## config.mk

```make
export PLATFORM = sky130hd
export DESIGN_NAME = fsdi_top
export DESIGN_NICKNAME = d
export VERILOG_FILES = /design/src/include/fsdi_pkg.sv /design/src/include/fsdi_rx_if.sv /design/src/rtl/fsdi_rx.sv /design/src/rtl/fsdi_sync.sv /design/src/rtl/fsdi_top.sv
export SDC_FILE = /design/constraint.sdc
export NUM_CORES = 1
export LEC_CHECK = 0
export BUFFER_PORTS_ARGS = -buffer_cell sky130_fd_sc_hd__buf_4
export CAP_MARGIN = 25
export CORE_ASPECT_RATIO = 0.7
export CORE_UTILIZATION = 50
export DETAILED_ROUTE_END_ITERATION = 10
export PLACE_DENSITY = 0.72
export SYNTH_ARGS = -nofsm -noshare
export SYNTH_HDL_FRONTEND = slang
export SYNTH_SLANG_ARGS = --single-unit
```

## constraint.sdc

```tcl
create_clock -name clock_i -period 2.2 [get_ports clock_i]
set_input_delay 0 -clock clock_i [delete_from_list [all_inputs] [get_ports clock_i]]
set_output_delay 0 -clock clock_i [all_outputs]
set_load 0.02 [all_outputs]
```

## src/include/fsdi_pkg.sv

```systemverilog
// Functional notes
// - Mode pin low selects mode 0, high mode 1.
// - Mode high, both selects low: power down.
// - FSK from line amp; tone path selectable.
// - Mode 0 ignores shift clock, streams raw bits.
// - Mode 1 shift clock pulses advance buffered word.
// - Mode 1 drops start bit, buffers nine bits.
// - Ninth pulse presents stored stop bit.
// - Demodulator recovers 1200 baud async characters.
// - Word ready pulses low half bit at end.
// - First rising shift edge returns word ready high.
// - Mode 0 keeps word ready at one.
// - Carrier present output low while carrier detected.
package fsdi_pkg;
   localparam int          CLK_HZ        = 250000000;
   localparam int          BAUD          = 1200;
   localparam int          BIT_CYC       = CLK_HZ / BAUD;
   localparam int          HALF_CYC      = BIT_CYC / 2;
   localparam int          CNT_W         = 18;
   localparam int          WORD_W        = 9;
   localparam int          DATA_BITS     = 8;
   localparam int          STOP_POS      = 8;
   localparam int          IDX_W         = 4;
   // Status and mask bit positions.
   localparam int          EV_WORD       = 0;
   localparam int          EV_FRAME      = 1;
   localparam int          EV_CARRIER    = 2;
   localparam int          EV_W          = 3;
   // Register byte addresses.
   localparam logic [3:0]  ADR_STATUS    = 4'h0;
   localparam logic [3:0]  ADR_MASK      = 4'h4;
   localparam logic [3:0]  ADR_LAST      = 4'h8;
   localparam logic [3:0]  ADR_CTRL      = 4'hC;
   localparam logic [EV_W-1:0] MASK_RST  = 3'h0;
endpackage : fsdi_pkg

```

## src/include/fsdi_rx_if.sv

```systemverilog
`timescale 1ns/100ps
`default_nettype none
interface fsdi_rx_if;
   logic       word_stb;  // One-cycle pulse: character complete.
   logic [8:0] word;      // Data byte in low bits, stop bit on top.
   logic       busy;      // Character reception in progress.
   modport src (output word_stb, output word, output busy);
   modport dst (input word_stb, input word, input busy);
endinterface : fsdi_rx_if
`default_nettype wire

```

## src/rtl/fsdi_rx.sv

```systemverilog
`timescale 1ns/100ps
`default_nettype none
module fsdi_rx
   import fsdi_pkg::*;
#(
   parameter int BIT_N = BIT_CYC // Clock cycles per bit, real rate by default.
)
(
   input  wire logic clock_i,  // System clock.
   input  wire logic rst_i,    // Synchronous reset.
   input  wire logic enable_i, // Receiver running.
   input  wire logic bit_i,    // Synchronised demodulated bit.
   fsdi_rx_if.src    rx        // Received character out.
);
   typedef enum logic [2:0] {
      FSDI_IDLE  = 3'b001,
      FSDI_START = 3'b010,
      FSDI_SHIFT = 3'b100
   } fsdi_rx_t;

   fsdi_rx_t         st_ff,  nxt_st;
   logic [CNT_W-1:0] cnt_ff, nxt_cnt;
   logic [IDX_W-1:0] idx_ff, nxt_idx;
   logic [8:0]       sh_ff,  nxt_sh;
   logic             stb_ff, nxt_stb;

   // Sampling at mid-bit, timed from the start edge, recovers async data.
   always_comb begin
      nxt_st  = st_ff;
      nxt_cnt = cnt_ff;
      nxt_idx = idx_ff;
      nxt_sh  = sh_ff;
      nxt_stb = 1'b0;
      case (st_ff)
         FSDI_IDLE: begin
            if (enable_i && !bit_i) begin
               nxt_st  = FSDI_START;
               nxt_cnt = CNT_W'(BIT_N / 2 - 1);
            end
         end
         FSDI_START: begin
            if (cnt_ff != '0) begin
               nxt_cnt = cnt_ff - 1'b1;
            end else if (bit_i) begin
               nxt_st = FSDI_IDLE; // A glitch, not a start bit.
            end else begin
               // The start bit is checked and then dropped.
               nxt_st  = FSDI_SHIFT;
               nxt_cnt = CNT_W'(BIT_N - 1);
               nxt_idx = '0;
            end
         end
         FSDI_SHIFT: begin
            if (cnt_ff != '0) begin
               nxt_cnt = cnt_ff - 1'b1;
            end else begin
               nxt_sh  = {bit_i, sh_ff[8:1]};
               nxt_cnt = CNT_W'(BIT_N - 1);
               nxt_idx = idx_ff + 1'b1;
               if (idx_ff == IDX_W'(STOP_POS)) begin
                  nxt_st  = FSDI_IDLE;
                  nxt_stb = 1'b1;
               end
            end
         end
         default: nxt_st = FSDI_IDLE;
      endcase
      if (!enable_i) begin
         nxt_st = FSDI_IDLE;
      end
   end

   always_ff @(posedge clock_i) begin
      if (rst_i) begin
         st_ff  <= FSDI_IDLE;
         cnt_ff <= '0;
         idx_ff <= '0;
         sh_ff  <= '0;
         stb_ff <= 1'b0;
      end else begin
         st_ff  <= nxt_st;
         cnt_ff <= nxt_cnt;
         idx_ff <= nxt_idx;
         sh_ff  <= nxt_sh;
         stb_ff <= nxt_stb;
      end
   end

   assign rx.word_stb = stb_ff;
   assign rx.word     = sh_ff;
   assign rx.busy     = (st_ff != FSDI_IDLE);
endmodule : fsdi_rx
`default_nettype wire

```

## src/rtl/fsdi_sync.sv

```systemverilog
`timescale 1ns/100ps
`default_nettype none
module fsdi_sync (
   input  wire logic clock_i,  // System clock.
   input  wire logic rst_i,    // Synchronous reset.
   input  wire logic async_i,  // Pin from outside the domain.
   output logic      sync_o    // Synchronised level.
);
   logic meta_ff;
   logic sync_ff;
   logic nxt_meta;
   logic nxt_sync;

   always_comb begin
      nxt_meta = async_i;
      nxt_sync = meta_ff;
   end

   always_ff @(posedge clock_i) begin
      if (rst_i) begin
         meta_ff <= 1'b0;
         sync_ff <= 1'b0;
      end else begin
         meta_ff <= nxt_meta;
         sync_ff <= nxt_sync;
      end
   end

   assign sync_o = sync_ff;
endmodule : fsdi_sync
`default_nettype wire

```

## src/rtl/fsdi_top.sv

```systemverilog
// The address map and the Wishbone interface to the registers are this design's own decisions.
`timescale 1ns/100ps
`default_nettype none
module fsdi_top
   import fsdi_pkg::*;
#(
   parameter int BIT_N = BIT_CYC // Clock cycles per bit, real rate by default.
)
(
   input  wire logic        clock_i,                 // 250 MHz clock.
   input  wire logic        rst_i,                   // Sync reset, high.
   input  wire logic        interface_mode_select_i, // Mode pin.
   input  wire logic        function_select_hi_i,    // Function select 1.
   input  wire logic        function_select_lo_i,    // Function select 0.
   input  wire logic        line_amp_fsk_i,          // Line path bit.
   input  wire logic        hybrid_amp_tone_i,       // Hybrid tone level.
   input  wire logic        line_amp_tone_i,         // Line tone level.
   input  wire logic        carrier_detect_i,        // Carrier detected.
   input  wire logic        serial_shift_clock_i,    // Host shift clock.
   output logic             serial_data_o,           // Data pin.
   output logic             word_ready_n_o,          // Word ready, low.
   output logic             carrier_present_n_o,     // Carrier, low.
   output logic             power_down_o,            // Power-down state.
   output logic             tone_select_o,           // Chosen tone level.
   output logic             tone_path_hybrid_o,      // Tone on hybrid.
   input  wire logic [3:0]  wb_adr_i,                // Wishbone address.
   input  wire logic [31:0] wb_dat_i,                // Write data.
   output logic      [31:0] wb_dat_o,                // Read data.
   input  wire logic [3:0]  wb_sel_i,                // Byte selects.
   input  wire logic        wb_we_i,                 // Write enable.
   input  wire logic        wb_cyc_i,                // Cycle.
   input  wire logic        wb_stb_i,                // Strobe.
   output logic             wb_ack_o,                // Acknowledge.
   output logic             irq_o                    // Level interrupt.
);
   logic mode_s, fhi_s, flo_s, fsk_s, htone_s, ltone_s, cd_s, sck_s;

   fsdi_sync u_s0 (.clock_i(clock_i), .rst_i(rst_i),
                   .async_i(interface_mode_select_i), .sync_o(mode_s));
   fsdi_sync u_s1 (.clock_i(clock_i), .rst_i(rst_i),
                   .async_i(function_select_hi_i), .sync_o(fhi_s));
   fsdi_sync u_s2 (.clock_i(clock_i), .rst_i(rst_i),
                   .async_i(function_select_lo_i), .sync_o(flo_s));
   fsdi_sync u_s3 (.clock_i(clock_i), .rst_i(rst_i),
                   .async_i(line_amp_fsk_i), .sync_o(fsk_s));
   fsdi_sync u_s4 (.clock_i(clock_i), .rst_i(rst_i),
                   .async_i(hybrid_amp_tone_i), .sync_o(htone_s));
   fsdi_sync u_s5 (.clock_i(clock_i), .rst_i(rst_i),
                   .async_i(line_amp_tone_i), .sync_o(ltone_s));
   fsdi_sync u_s6 (.clock_i(clock_i), .rst_i(rst_i),
                   .async_i(carrier_detect_i), .sync_o(cd_s));
   fsdi_sync u_s7 (.clock_i(clock_i), .rst_i(rst_i),
                   .async_i(serial_shift_clock_i), .sync_o(sck_s));

   logic mode1;
   logic pdn;
   logic hybrid_sel;
   assign mode1 = mode_s;
   assign pdn   = mode_s && !fhi_s && !flo_s;
   // Tone from hybrid when only the low select is set; FSK never moves.
   assign hybrid_sel = !fhi_s && flo_s;

   fsdi_rx_if rxw ();
   fsdi_rx #(.BIT_N(BIT_N)) u_rx (
      .clock_i  (clock_i),
      .rst_i    (rst_i),
      .enable_i (!pdn),
      .bit_i    (fsk_s),
      .rx       (rxw.src)
   );

   // Shift-clock edge detection on the synchronised level.
   logic sck_d_ff, nxt_sck_d;
   logic sck_rise;
   assign sck_rise = sck_s && !sck_d_ff && mode1;

   logic [8:0]       buf_ff,  nxt_buf;
   logic [IDX_W-1:0] pos_ff,  nxt_pos;
   logic             dat_ff,  nxt_dat;
   logic             wr_ff,   nxt_wr;
   logic [CNT_W-1:0] wrc_ff,  nxt_wrc;
   logic [8:0]       last_ff, nxt_last;
   logic             cdn_ff,  nxt_cdn;
   logic             tone_ff, nxt_tone;

   always_comb begin
      nxt_sck_d = sck_s;
      nxt_buf   = buf_ff;
      nxt_pos   = pos_ff;
      nxt_dat   = dat_ff;
      nxt_wr    = wr_ff;
      nxt_wrc   = wrc_ff;
      nxt_last  = last_ff;
      nxt_cdn   = !cd_s;
      nxt_tone  = hybrid_sel ? htone_s : ltone_s;
      if (!mode1) begin
         nxt_dat = fsk_s;
         nxt_wr  = 1'b1;
         nxt_pos = '0;
      end else begin
         if (wr_ff == 1'b0) begin
            if (wrc_ff != '0) begin
               nxt_wrc = wrc_ff - 1'b1;
            end else begin
               nxt_wr = 1'b1;
            end
         end
         if (sck_rise) begin
            nxt_wr = 1'b1;
            // Each of the first nine rising edges puts the next bit out, LSB first.
            if (pos_ff < IDX_W'(WORD_W)) begin
               nxt_dat = buf_ff[pos_ff];
               nxt_pos = pos_ff + 1'b1;
            end
            // Pulse nine presents the stop bit.
            if (pos_ff == IDX_W'(STOP_POS)) begin
               nxt_dat = buf_ff[STOP_POS];
            end
         end
         if (rxw.word_stb) begin
            // A new word replaces the buffer even mid-read.
            nxt_buf  = rxw.word;
            nxt_pos  = '0;
            nxt_wr   = 1'b0;
            nxt_wrc  = CNT_W'(BIT_N / 2 - 1);
         end
      end
      if (rxw.word_stb) begin
         nxt_last = rxw.word;
      end
   end

   always_ff @(posedge clock_i) begin
      if (rst_i) begin
         sck_d_ff <= 1'b0;
         buf_ff   <= '0;
         pos_ff   <= '0;
         dat_ff   <= 1'b1;
         wr_ff    <= 1'b1;
         wrc_ff   <= '0;
         last_ff  <= '0;
         cdn_ff   <= 1'b1;
         tone_ff  <= 1'b0;
      end else begin
         sck_d_ff <= nxt_sck_d;
         buf_ff   <= nxt_buf;
         pos_ff   <= nxt_pos;
         dat_ff   <= nxt_dat;
         wr_ff    <= nxt_wr;
         wrc_ff   <= nxt_wrc;
         last_ff  <= nxt_last;
         cdn_ff   <= nxt_cdn;
         tone_ff  <= nxt_tone;
      end
   end

   // Interrupt status: sticky, write one to clear, set beats clear.
   logic [EV_W-1:0] ev;
   logic [EV_W-1:0] sts_ff, nxt_sts;
   logic [EV_W-1:0] msk_ff, nxt_msk;
   logic            ack_ff, nxt_ack;
   logic [31:0]     rd_ff,  nxt_rd;
   logic            cdn_d_ff, nxt_cdn_d;
   logic            req, wr_hit;

   assign req    = wb_cyc_i && wb_stb_i && !ack_ff;
   assign wr_hit = req && wb_we_i && wb_sel_i[0];
   assign ev[EV_WORD]    = rxw.word_stb;
   assign ev[EV_FRAME]   = rxw.word_stb && !rxw.word[STOP_POS];
   assign ev[EV_CARRIER] = !cdn_ff && cdn_d_ff;

   always_comb begin
      nxt_cdn_d = cdn_ff;
      nxt_ack   = req;
      nxt_msk   = msk_ff;
      nxt_rd    = rd_ff;
      nxt_sts   = sts_ff;
      if (wr_hit && wb_adr_i == ADR_STATUS) begin
         nxt_sts = sts_ff & ~wb_dat_i[EV_W-1:0];
      end else if (wr_hit && wb_adr_i == ADR_MASK) begin
         nxt_msk = wb_dat_i[EV_W-1:0];
      end
      nxt_sts = nxt_sts | ev;
      if (req) begin
         if (wb_adr_i == ADR_STATUS) begin
            nxt_rd = {29'h0, sts_ff};
         end else if (wb_adr_i == ADR_MASK) begin
            nxt_rd = {29'h0, msk_ff};
         end else if (wb_adr_i == ADR_LAST) begin
            nxt_rd = {23'h0, last_ff};
         end else if (wb_adr_i == ADR_CTRL) begin
            nxt_rd = {27'h0, rxw.busy, pdn, fhi_s, flo_s, mode_s};
         end else begin
            nxt_rd = 32'h0;
         end
      end
   end

   always_ff @(posedge clock_i) begin
      if (rst_i) begin
         cdn_d_ff <= 1'b1;
         ack_ff   <= 1'b0;
         msk_ff   <= MASK_RST;
         rd_ff    <= 32'h0;
         sts_ff   <= '0;
      end else begin
         cdn_d_ff <= nxt_cdn_d;
         ack_ff   <= nxt_ack;
         msk_ff   <= nxt_msk;
         rd_ff    <= nxt_rd;
         sts_ff   <= nxt_sts;
      end
   end

   assign wb_ack_o            = ack_ff;
   assign wb_dat_o            = rd_ff;
   assign irq_o               = |(sts_ff & msk_ff);
   assign serial_data_o       = dat_ff;
   assign word_ready_n_o      = wr_ff;
   assign carrier_present_n_o = cdn_ff;
   assign power_down_o        = pdn;
   assign tone_select_o       = tone_ff;
   assign tone_path_hybrid_o  = hybrid_sel;
endmodule : fsdi_top
`default_nettype wire

```

==> results of run 1 <==
[cell usage after synthesis, drive strengths merged, types with 6 or more instances]
library cell  number  area, um^2
nand3b             7        52.6
a22oi              9        67.6
nor4              13         145
nand3             14        87.6
dfxtp            113        2260
ha                 7        87.6
a31oi              6        52.6
o2111ai            6        58.8
mux2i             11         110
buf               40         277
nor2              58         220
clkbuf            20        75.1
o22ai              6        37.5
nand2b            10        62.6
inv               19        71.3
o211ai             6        45.0
nor2b             26         163
o21ai             16        80.1
nor3              16        80.1
xor2              12         105
a21oi             47         235
nor3b              6        45.0
nand2             67         259
or2                6        37.5
[power groups by stage]
stage	clock, mW	combinational [mW]	sequential, mW
2_1_floorplan	0	0.639	2.23
5_1_grt	2.69	0.961	2.22
3_5_place_dp	0	0.853	2.24
3_3_place_gp	0	0.826	2.24
4_1_cts	2.60	0.878	2.20
6_report	2.57	0.897	2.21
[final cells by class]
| type | instances | area (um^2) | share of cell area, % |
|---|---|---|---|
| inverters | 19 | 71.3 | 1.08 |
| well taps | 132 | 165 | 2.50 |
| clock inverters | 6 | 55.1 | 0.834 |
| multi-input cells | 445 | 2860 | 43.4 |
| clock buffers | 24 | 502 | 7.60 |
| repair buffers | 84 | 681 | 10.3 |
| flip-flops and latches | 113 | 2260 | 34.3 |
[worst max path at each step]
stage / end / slack, ns / from
finish: wrc_ff[12] / 0.14 / wrc_ff[8]
global route: u_rx.cnt_ff[12] / 0.01 / u_rx.cnt_ff[0]
CTS: msk_ff[2] / 0.12 / wb_ack_o
detailed placement: u_rx.cnt_ff[12] / 0.16 / u_rx.cnt_ff[0]
global placement: u_rx.cnt_ff[8] / 0.23 / u_rx.cnt_ff[0]
floorplan: u_rx.cnt_ff[12] / 0.20 / u_rx.cnt_ff[0]
[sequential cells by signal, indices dropped and copies added, names as in the netlist, 4 cells and up]
| name | count |
|---|---|
| buf_ff | 9 |
| last_ff | 9 |
| pos_ff | 4 |
| u_rx.cnt_ff | 18 |
| u_rx.idx_ff | 4 |
| u_rx.rx.word | 9 |
| wb_dat_o | 9 |
| wrc_ff | 18 |
[worst max-delay path, stage by stage (launching register included)]
cell     delay [ns]
dfxtp_1        0.36
nor4_1         0.44
nand4_1        0.35
buf_4          0.28
nor3b_1        0.25
xnor2_1        0.16
a21oi_1        0.08
[metrics by stage]
stage / instances / setup WS (ns) / hold WS (ns)
floorplan: 637 / 0.197 / 0.128
global placement: 778 / 0.233 / 0.209
detailed placement: 778 / 0.159 / 0.217
CTS: 823 / 0.124 / 0.0379
global route: 823 / 0.0122 / 0.0645
finish: 823 / 0.138 / 0.0521
[metal layers]
metal / global-route usage (%) / part of all wire, % / up-vias / wire, um
met4: 9.63 / 1.3 / 0 / 169
met5: 0 / 0 / - / 0
li1: - / - / 2277 / -
met2: 38.1 / 43 / 194 / 5800
met1: 33.9 / 49 / 2295 / 6540
met3: 6.04 / 6.7 / 15 / 899
[timing repair]
action	4_1_cts	5_1_grt
endpoints found under the setup margin	0	2
hold buffers	15	0
gates resized for setup	0	1
endpoints found under the hold margin	16	0
[kinds of logic (layout without fill, tap and decap cells)]
group	Yosys count	after routing	synth area share, %
DFF	113	113	41.4
and+or+nand+nor	244	244	24.1
adders and majority gates	7	7	1.60
muxes	17	17	4.29
other	1	23	0.0687
xor gates and xnor gates	17	17	2.73
AOI/OAI and AO/OA	137	137	18.1
buffers and inverters	79	133	7.75
==> impl_metrics.csv, run 1 <==
group,metric,value,unit
run_status,outcome,"completed",
sta,max_clock_freq,485,MHz
setup_path,r2r_setup_slack,0.14,ns
global_route,grt_pass1_wl,21.4,mm
setup_path,r2r_start,"wrc_ff[8]",
sta,finalSetupViolations,0,
drt,drc,0,
global_route,antenna_found_initial,0,
logic_synthesis,synth_area,5460,um^2
sta,tightestPinTransition,0.613,ns
clock_network,post_cts_buffers,0,
setup_path,rr_endpoint,"wrc_ff[12]",
setup_path,ff2ff_path_depth,6,
placement,routabilityCongestion,0.829,
placement,place_area,5890,um^2
sta,period_share,93.7,%
placement,portBuffers,37,
pwr,seqPwrFrac,38.9,%
min_path,hold_start,"wb_adr_i[2]",
global_route,grt_pass1_vias,4316,
floorplanning,dieWidth,127,um
setup_path,critPathRequiredTime,2.48,ns
logic_synthesis,ys_seq_area_share,41.4,%
drt,ant_nets,0,
floorplanning,ioPinCount,93,
floorplanning,initial_core_util,52.1,%
final_layout,final_cell_mix,"113 x dfxtp_1, 68 x buf_4, 66 x nand2_1",
sta,skew,0.00650,ns
final_layout,final_cell_area,6600,um^2
clock_network,ctsHtreeMaxLevel,4,
global_route,grt_max_degree,50,
logic_synthesis,synth_area_per_cell,8.88,um^2
sta,setup_tns,0,ns
floorplanning,die-area,11300,um^2
pwr,p_int,4.16,mW
pwr,power_frac_comb,15.8,%
drt,wl_per_cell,16.3,um
drt,drt-total-wl,13.4,mm
setup_path,path_class,"reg -> reg",
floorplanning,core-area,10500,um^2
final_layout,fillCellCount,852,
drt,initialDrtViolationCount,418,
clock_network,cts_buffers,17,
global_route,overflow,0,
logic_synthesis,synth_ff_type,"dfxtp_1",
logic_synthesis,async_flop_share,0,%
flow_run,max_cap_violations,0,
sta,timing.max_slew.rel_slack,58.7,%
clock_network,cts_tree,"built",
sta,rsz0062_at_grt,"no",
sta,hold_violations,0,
drt,dr.pass1.iters,6,
final_layout,final_nets,740,
final_layout,drive_above_1_share,19.1,%
clock_network,clkLatencyLatePin,0.41,ns
clock_network,path_clk_slew,0.05,ns
clock_network,cts-root-buf,"clkbuf_16",
setup_path,critPathMaxFanout,7,
min_path,hold_end,"msk_ff[0]",
pwr,powerDensity,860,nW/um^2
pwr,p_leak,2.52,nW
drt,viasPerCell,5.81,
final_layout,final_common_cell,"dfxtp_1",
final_layout,final_core_util,63.0,%
sta,report.final.slew_viol_count,0,
min_path,min_path_type,"in -> reg",
logic_synthesis,synthCells,615,
logic_synthesis,yosys_warnings,0,
setup_path,worstPathArrival,2.34,ns
setup_path,critPathLaunchType,"flip-flop",
pwr,p_sw_share,26.6,%
clock_network,cts_sinks,113,
placement,hpwl,9.04,mm
logic_synthesis,ys_types,79,
global_route,track_usage,24.8,%
final_layout,area.growth.synth_to_final,20.9,%
setup_path,worstSetupEndpointType,"flip-flop",
floorplanning,die_h,89.4,um
pwr,switchingPower,1.51,mW
drt,via_count,4781,
pwr,pwr-share-clk,45.3,%
final_layout,n_antenna_cell,0,
clock_network,clockBufferDepth,2,
pwr,vdd_ir_drop_max,0.634,mV
floorplanning,row_count,31,
sta,fin_crit,2.06,ns
min_path,hold_path_depth,4,
logic_synthesis,synth_edf_count,0,
logic_synthesis,synth-seq-cells,113,
pwr,p_total,5.67,mW
Power figures use the tool's default switching activity.
==> run 2: changes to the inputs <==
--- a/config.mk
+++ b/config.mk
@@ -6,11 +6,10 @@
 export NUM_CORES = 1
 export LEC_CHECK = 0
 export BUFFER_PORTS_ARGS = -buffer_cell sky130_fd_sc_hd__buf_4
-export CAP_MARGIN = 25
+export CAP_MARGIN = 10
 export CORE_ASPECT_RATIO = 0.7
-export CORE_UTILIZATION = 50
+export CORE_UTILIZATION = 40
 export DETAILED_ROUTE_END_ITERATION = 10
-export PLACE_DENSITY = 0.72
 export SYNTH_ARGS = -nofsm -noshare
 export SYNTH_HDL_FRONTEND = slang
 export SYNTH_SLANG_ARGS = --single-unit
==> run 2 against run 1 <==
Effect of this change:
- combinational power is 0.4% lower
- sequential cell count stayed put
- clock power increased by 8.6%
- power rose by 3.8%
- largest cell class unchanged
- core utilization shrank 12 points
- global-route usage fell by 5.0 points
==> impl_metrics.csv, run 2 (same netlist as run 1, synthesis figures left out) <==
group,metric,value,unit
setup_path,worstPathArrival,2.41,ns
placement,routabilityCongestion,0.815,
final_layout,final_nets,746,
setup_path,path_cells,"or3b_1 -> a31oi_1 -> nor2_1 -> nor2_1 -> o221a_2",
sta,skew,0.00796,ns
sta,fin_crit,2.11,ns
floorplanning,core-area,13200,um^2
sta,holdWs,0.0252,ns
floorplanning,row_count,35,
final_layout,n_antenna_cell,0,
clock_network,cts_tree,"built",
pwr,p_total,5.89,mW
global_route,grt_max_degree,62,
sta,period_share,96.1,%
pwr,vdd_ir_drop_max,0.517,mV
setup_path,path_buf_inv,0,
final_layout,multiInputGateArea,2870,um^2
clock_network,clockBufferDepth,2,
final_layout,final_common_cell,"dfxtp_1",
floorplanning,die-area,14100,um^2
placement,portBuffers,37,
clock_network,post_cts_buffers,0,
floorplanning,die_h,99.8,um
setup_path,critPathRequiredTime,2.50,ns
floorplanning,initial_core_util,41.3,%
final_layout,largestRegisters,"u_rx.cnt_ff x18, wrc_ff x18",
clock_network,ctsHtreeMaxLevel,4,
drt,initialDrtViolationCount,399,
drt,dr.pass1.iters,7,
setup_path,r2r_start,"u_s0.sync_o",
clock_network,cts_buffers,17,
setup_path,critPathLaunchType,"flip-flop",
global_route,grt_pass1_wl,21.5,mm
floorplanning,dieWidth,142,um
final_layout,seqCellArea,2260,um^2
sta,hold_violations,0,
clock_network,path_clk_slew,0.05,ns
drt,drc,0,
final_layout,area.growth.synth_to_final,24.4,%
sta,finalSetupViolations,0,
flow_run,max_cap_violations,0,
sta,setup_tns,0,ns
sta,timing.max_slew.rel_slack,35.4,%
final_layout,fillCellCount,1271,
global_route,track_usage,19.8,%
final_layout,drive_above_1_share,20.6,%
setup_path,critPathMaxFanout,13,
clock_network,cts_sinks,113,
pwr,powerDensity,867,nW/um^2
sta,rsz0062_at_grt,"no",
drt,via_count,4635,
setup_path,path_class,"reg -> reg",
drt,ant_nets,0,
sta,report.final.slew_viol_count,0,
drt,drt-total-wl,13.2,mm
sta,tightestPinTransition,0.966,ns
final_layout,stdcell_count,884,
global_route,overflow,0,
global_route,antenna_found_initial,0,
final_layout,final_core_util,51.4,%
min_path,min_path_type,"in -> reg",
drt,viasPerCell,5.24,
placement,placed_cells,837,
final_layout,final_cell_mix,"113 x dfxtp_1, 73 x buf_4, 66 x nand2_1",
setup_path,crit_path_start,"u_s0.sync_o",
clock_network,cts-root-buf,"clkbuf_16",
global_route,grt_pass1_vias,4268,
min_path,hold_start,"rst_i",
sta,max_clock_freq,473,MHz
setup_path,worstSetupEndpointType,"flip-flop",
setup_path,cp_slowest_stage_delay,0.76,ns
setup_path,slowest_stage,"nor2_1",
drt,wl_per_cell,14.9,um
floorplanning,ioPinCount,93,
run_status,outcome,"completed",
placement,hpwl,9.08,mm
setup_path,cpLargestDelayFamily,"simple AND/OR/NAND/NOR gates",
setup_path,crit_path_frequent_cell,"nor2_1",
clock_network,clkLatencyLatePin,0.41,ns
pwr,p_leak,2.58,nW
==> run 2: report_power, final <==
group	internal, mW	switching [mW]
clock	1.87	0.923
combinational	0.369	0.524
sequential	2.13	0.0752
total	4.37	1.52
==> run 2: cell type report <==
cell class	instances	area share (%)
Clock buffer	24	7.68
Timing Repair Buffer	90	10.9
Tap cell	185	3.41
Sequential cell	113	33.3
Inverter	19	1.05
Multi-Input combinational cell	445	42.2
Clock inverter	8	1.46
==> run 2: worst paths after layout <==
| check | endpoint | slack [ns] | depth (start not counted) |
|---|---|---|---|
| worst max-delay path | u_rx.cnt_ff[13] | 0.09 | 5 |
| worst min-delay path | u_s2.meta_ff | 0.03 | 2 |
| worst max register to register | u_rx.cnt_ff[13] | 0.09 | 5 |
| worst min register to register | carrier_present_n_o | 0.37 | 1 |
==> run 2: through the flow <==
step	setup slack [ns]	area, um^2
after floorplan	0.197	5540
after global routing	0.00312	6790
final	0.0853	6790
after detailed placement	0.132	6010
after CTS	0.0863	6780
after global placement	0.183	6010
==> run 2: per-layer routing <==
layer | vias up | wire [um] | track usage (%)
met5 | - | 0 | 0
met4 | 0 | 134 | 7.94
met3 | 14 | 746 | 6.02
met2 | 128 | 5540 | 27.4
met1 | 2201 | 6740 | 28.2
li1 | 2292 | - | -
==> run 2: repair_timing <==
| item | CTS | global route |
|---|---|---|
| hold endpoints to repair | 16 | 0 |
| gates resized for setup | 0 | 3 |
| endpoints found under the setup margin | 0 | 11 |
| hold buffers | 15 | 0 |
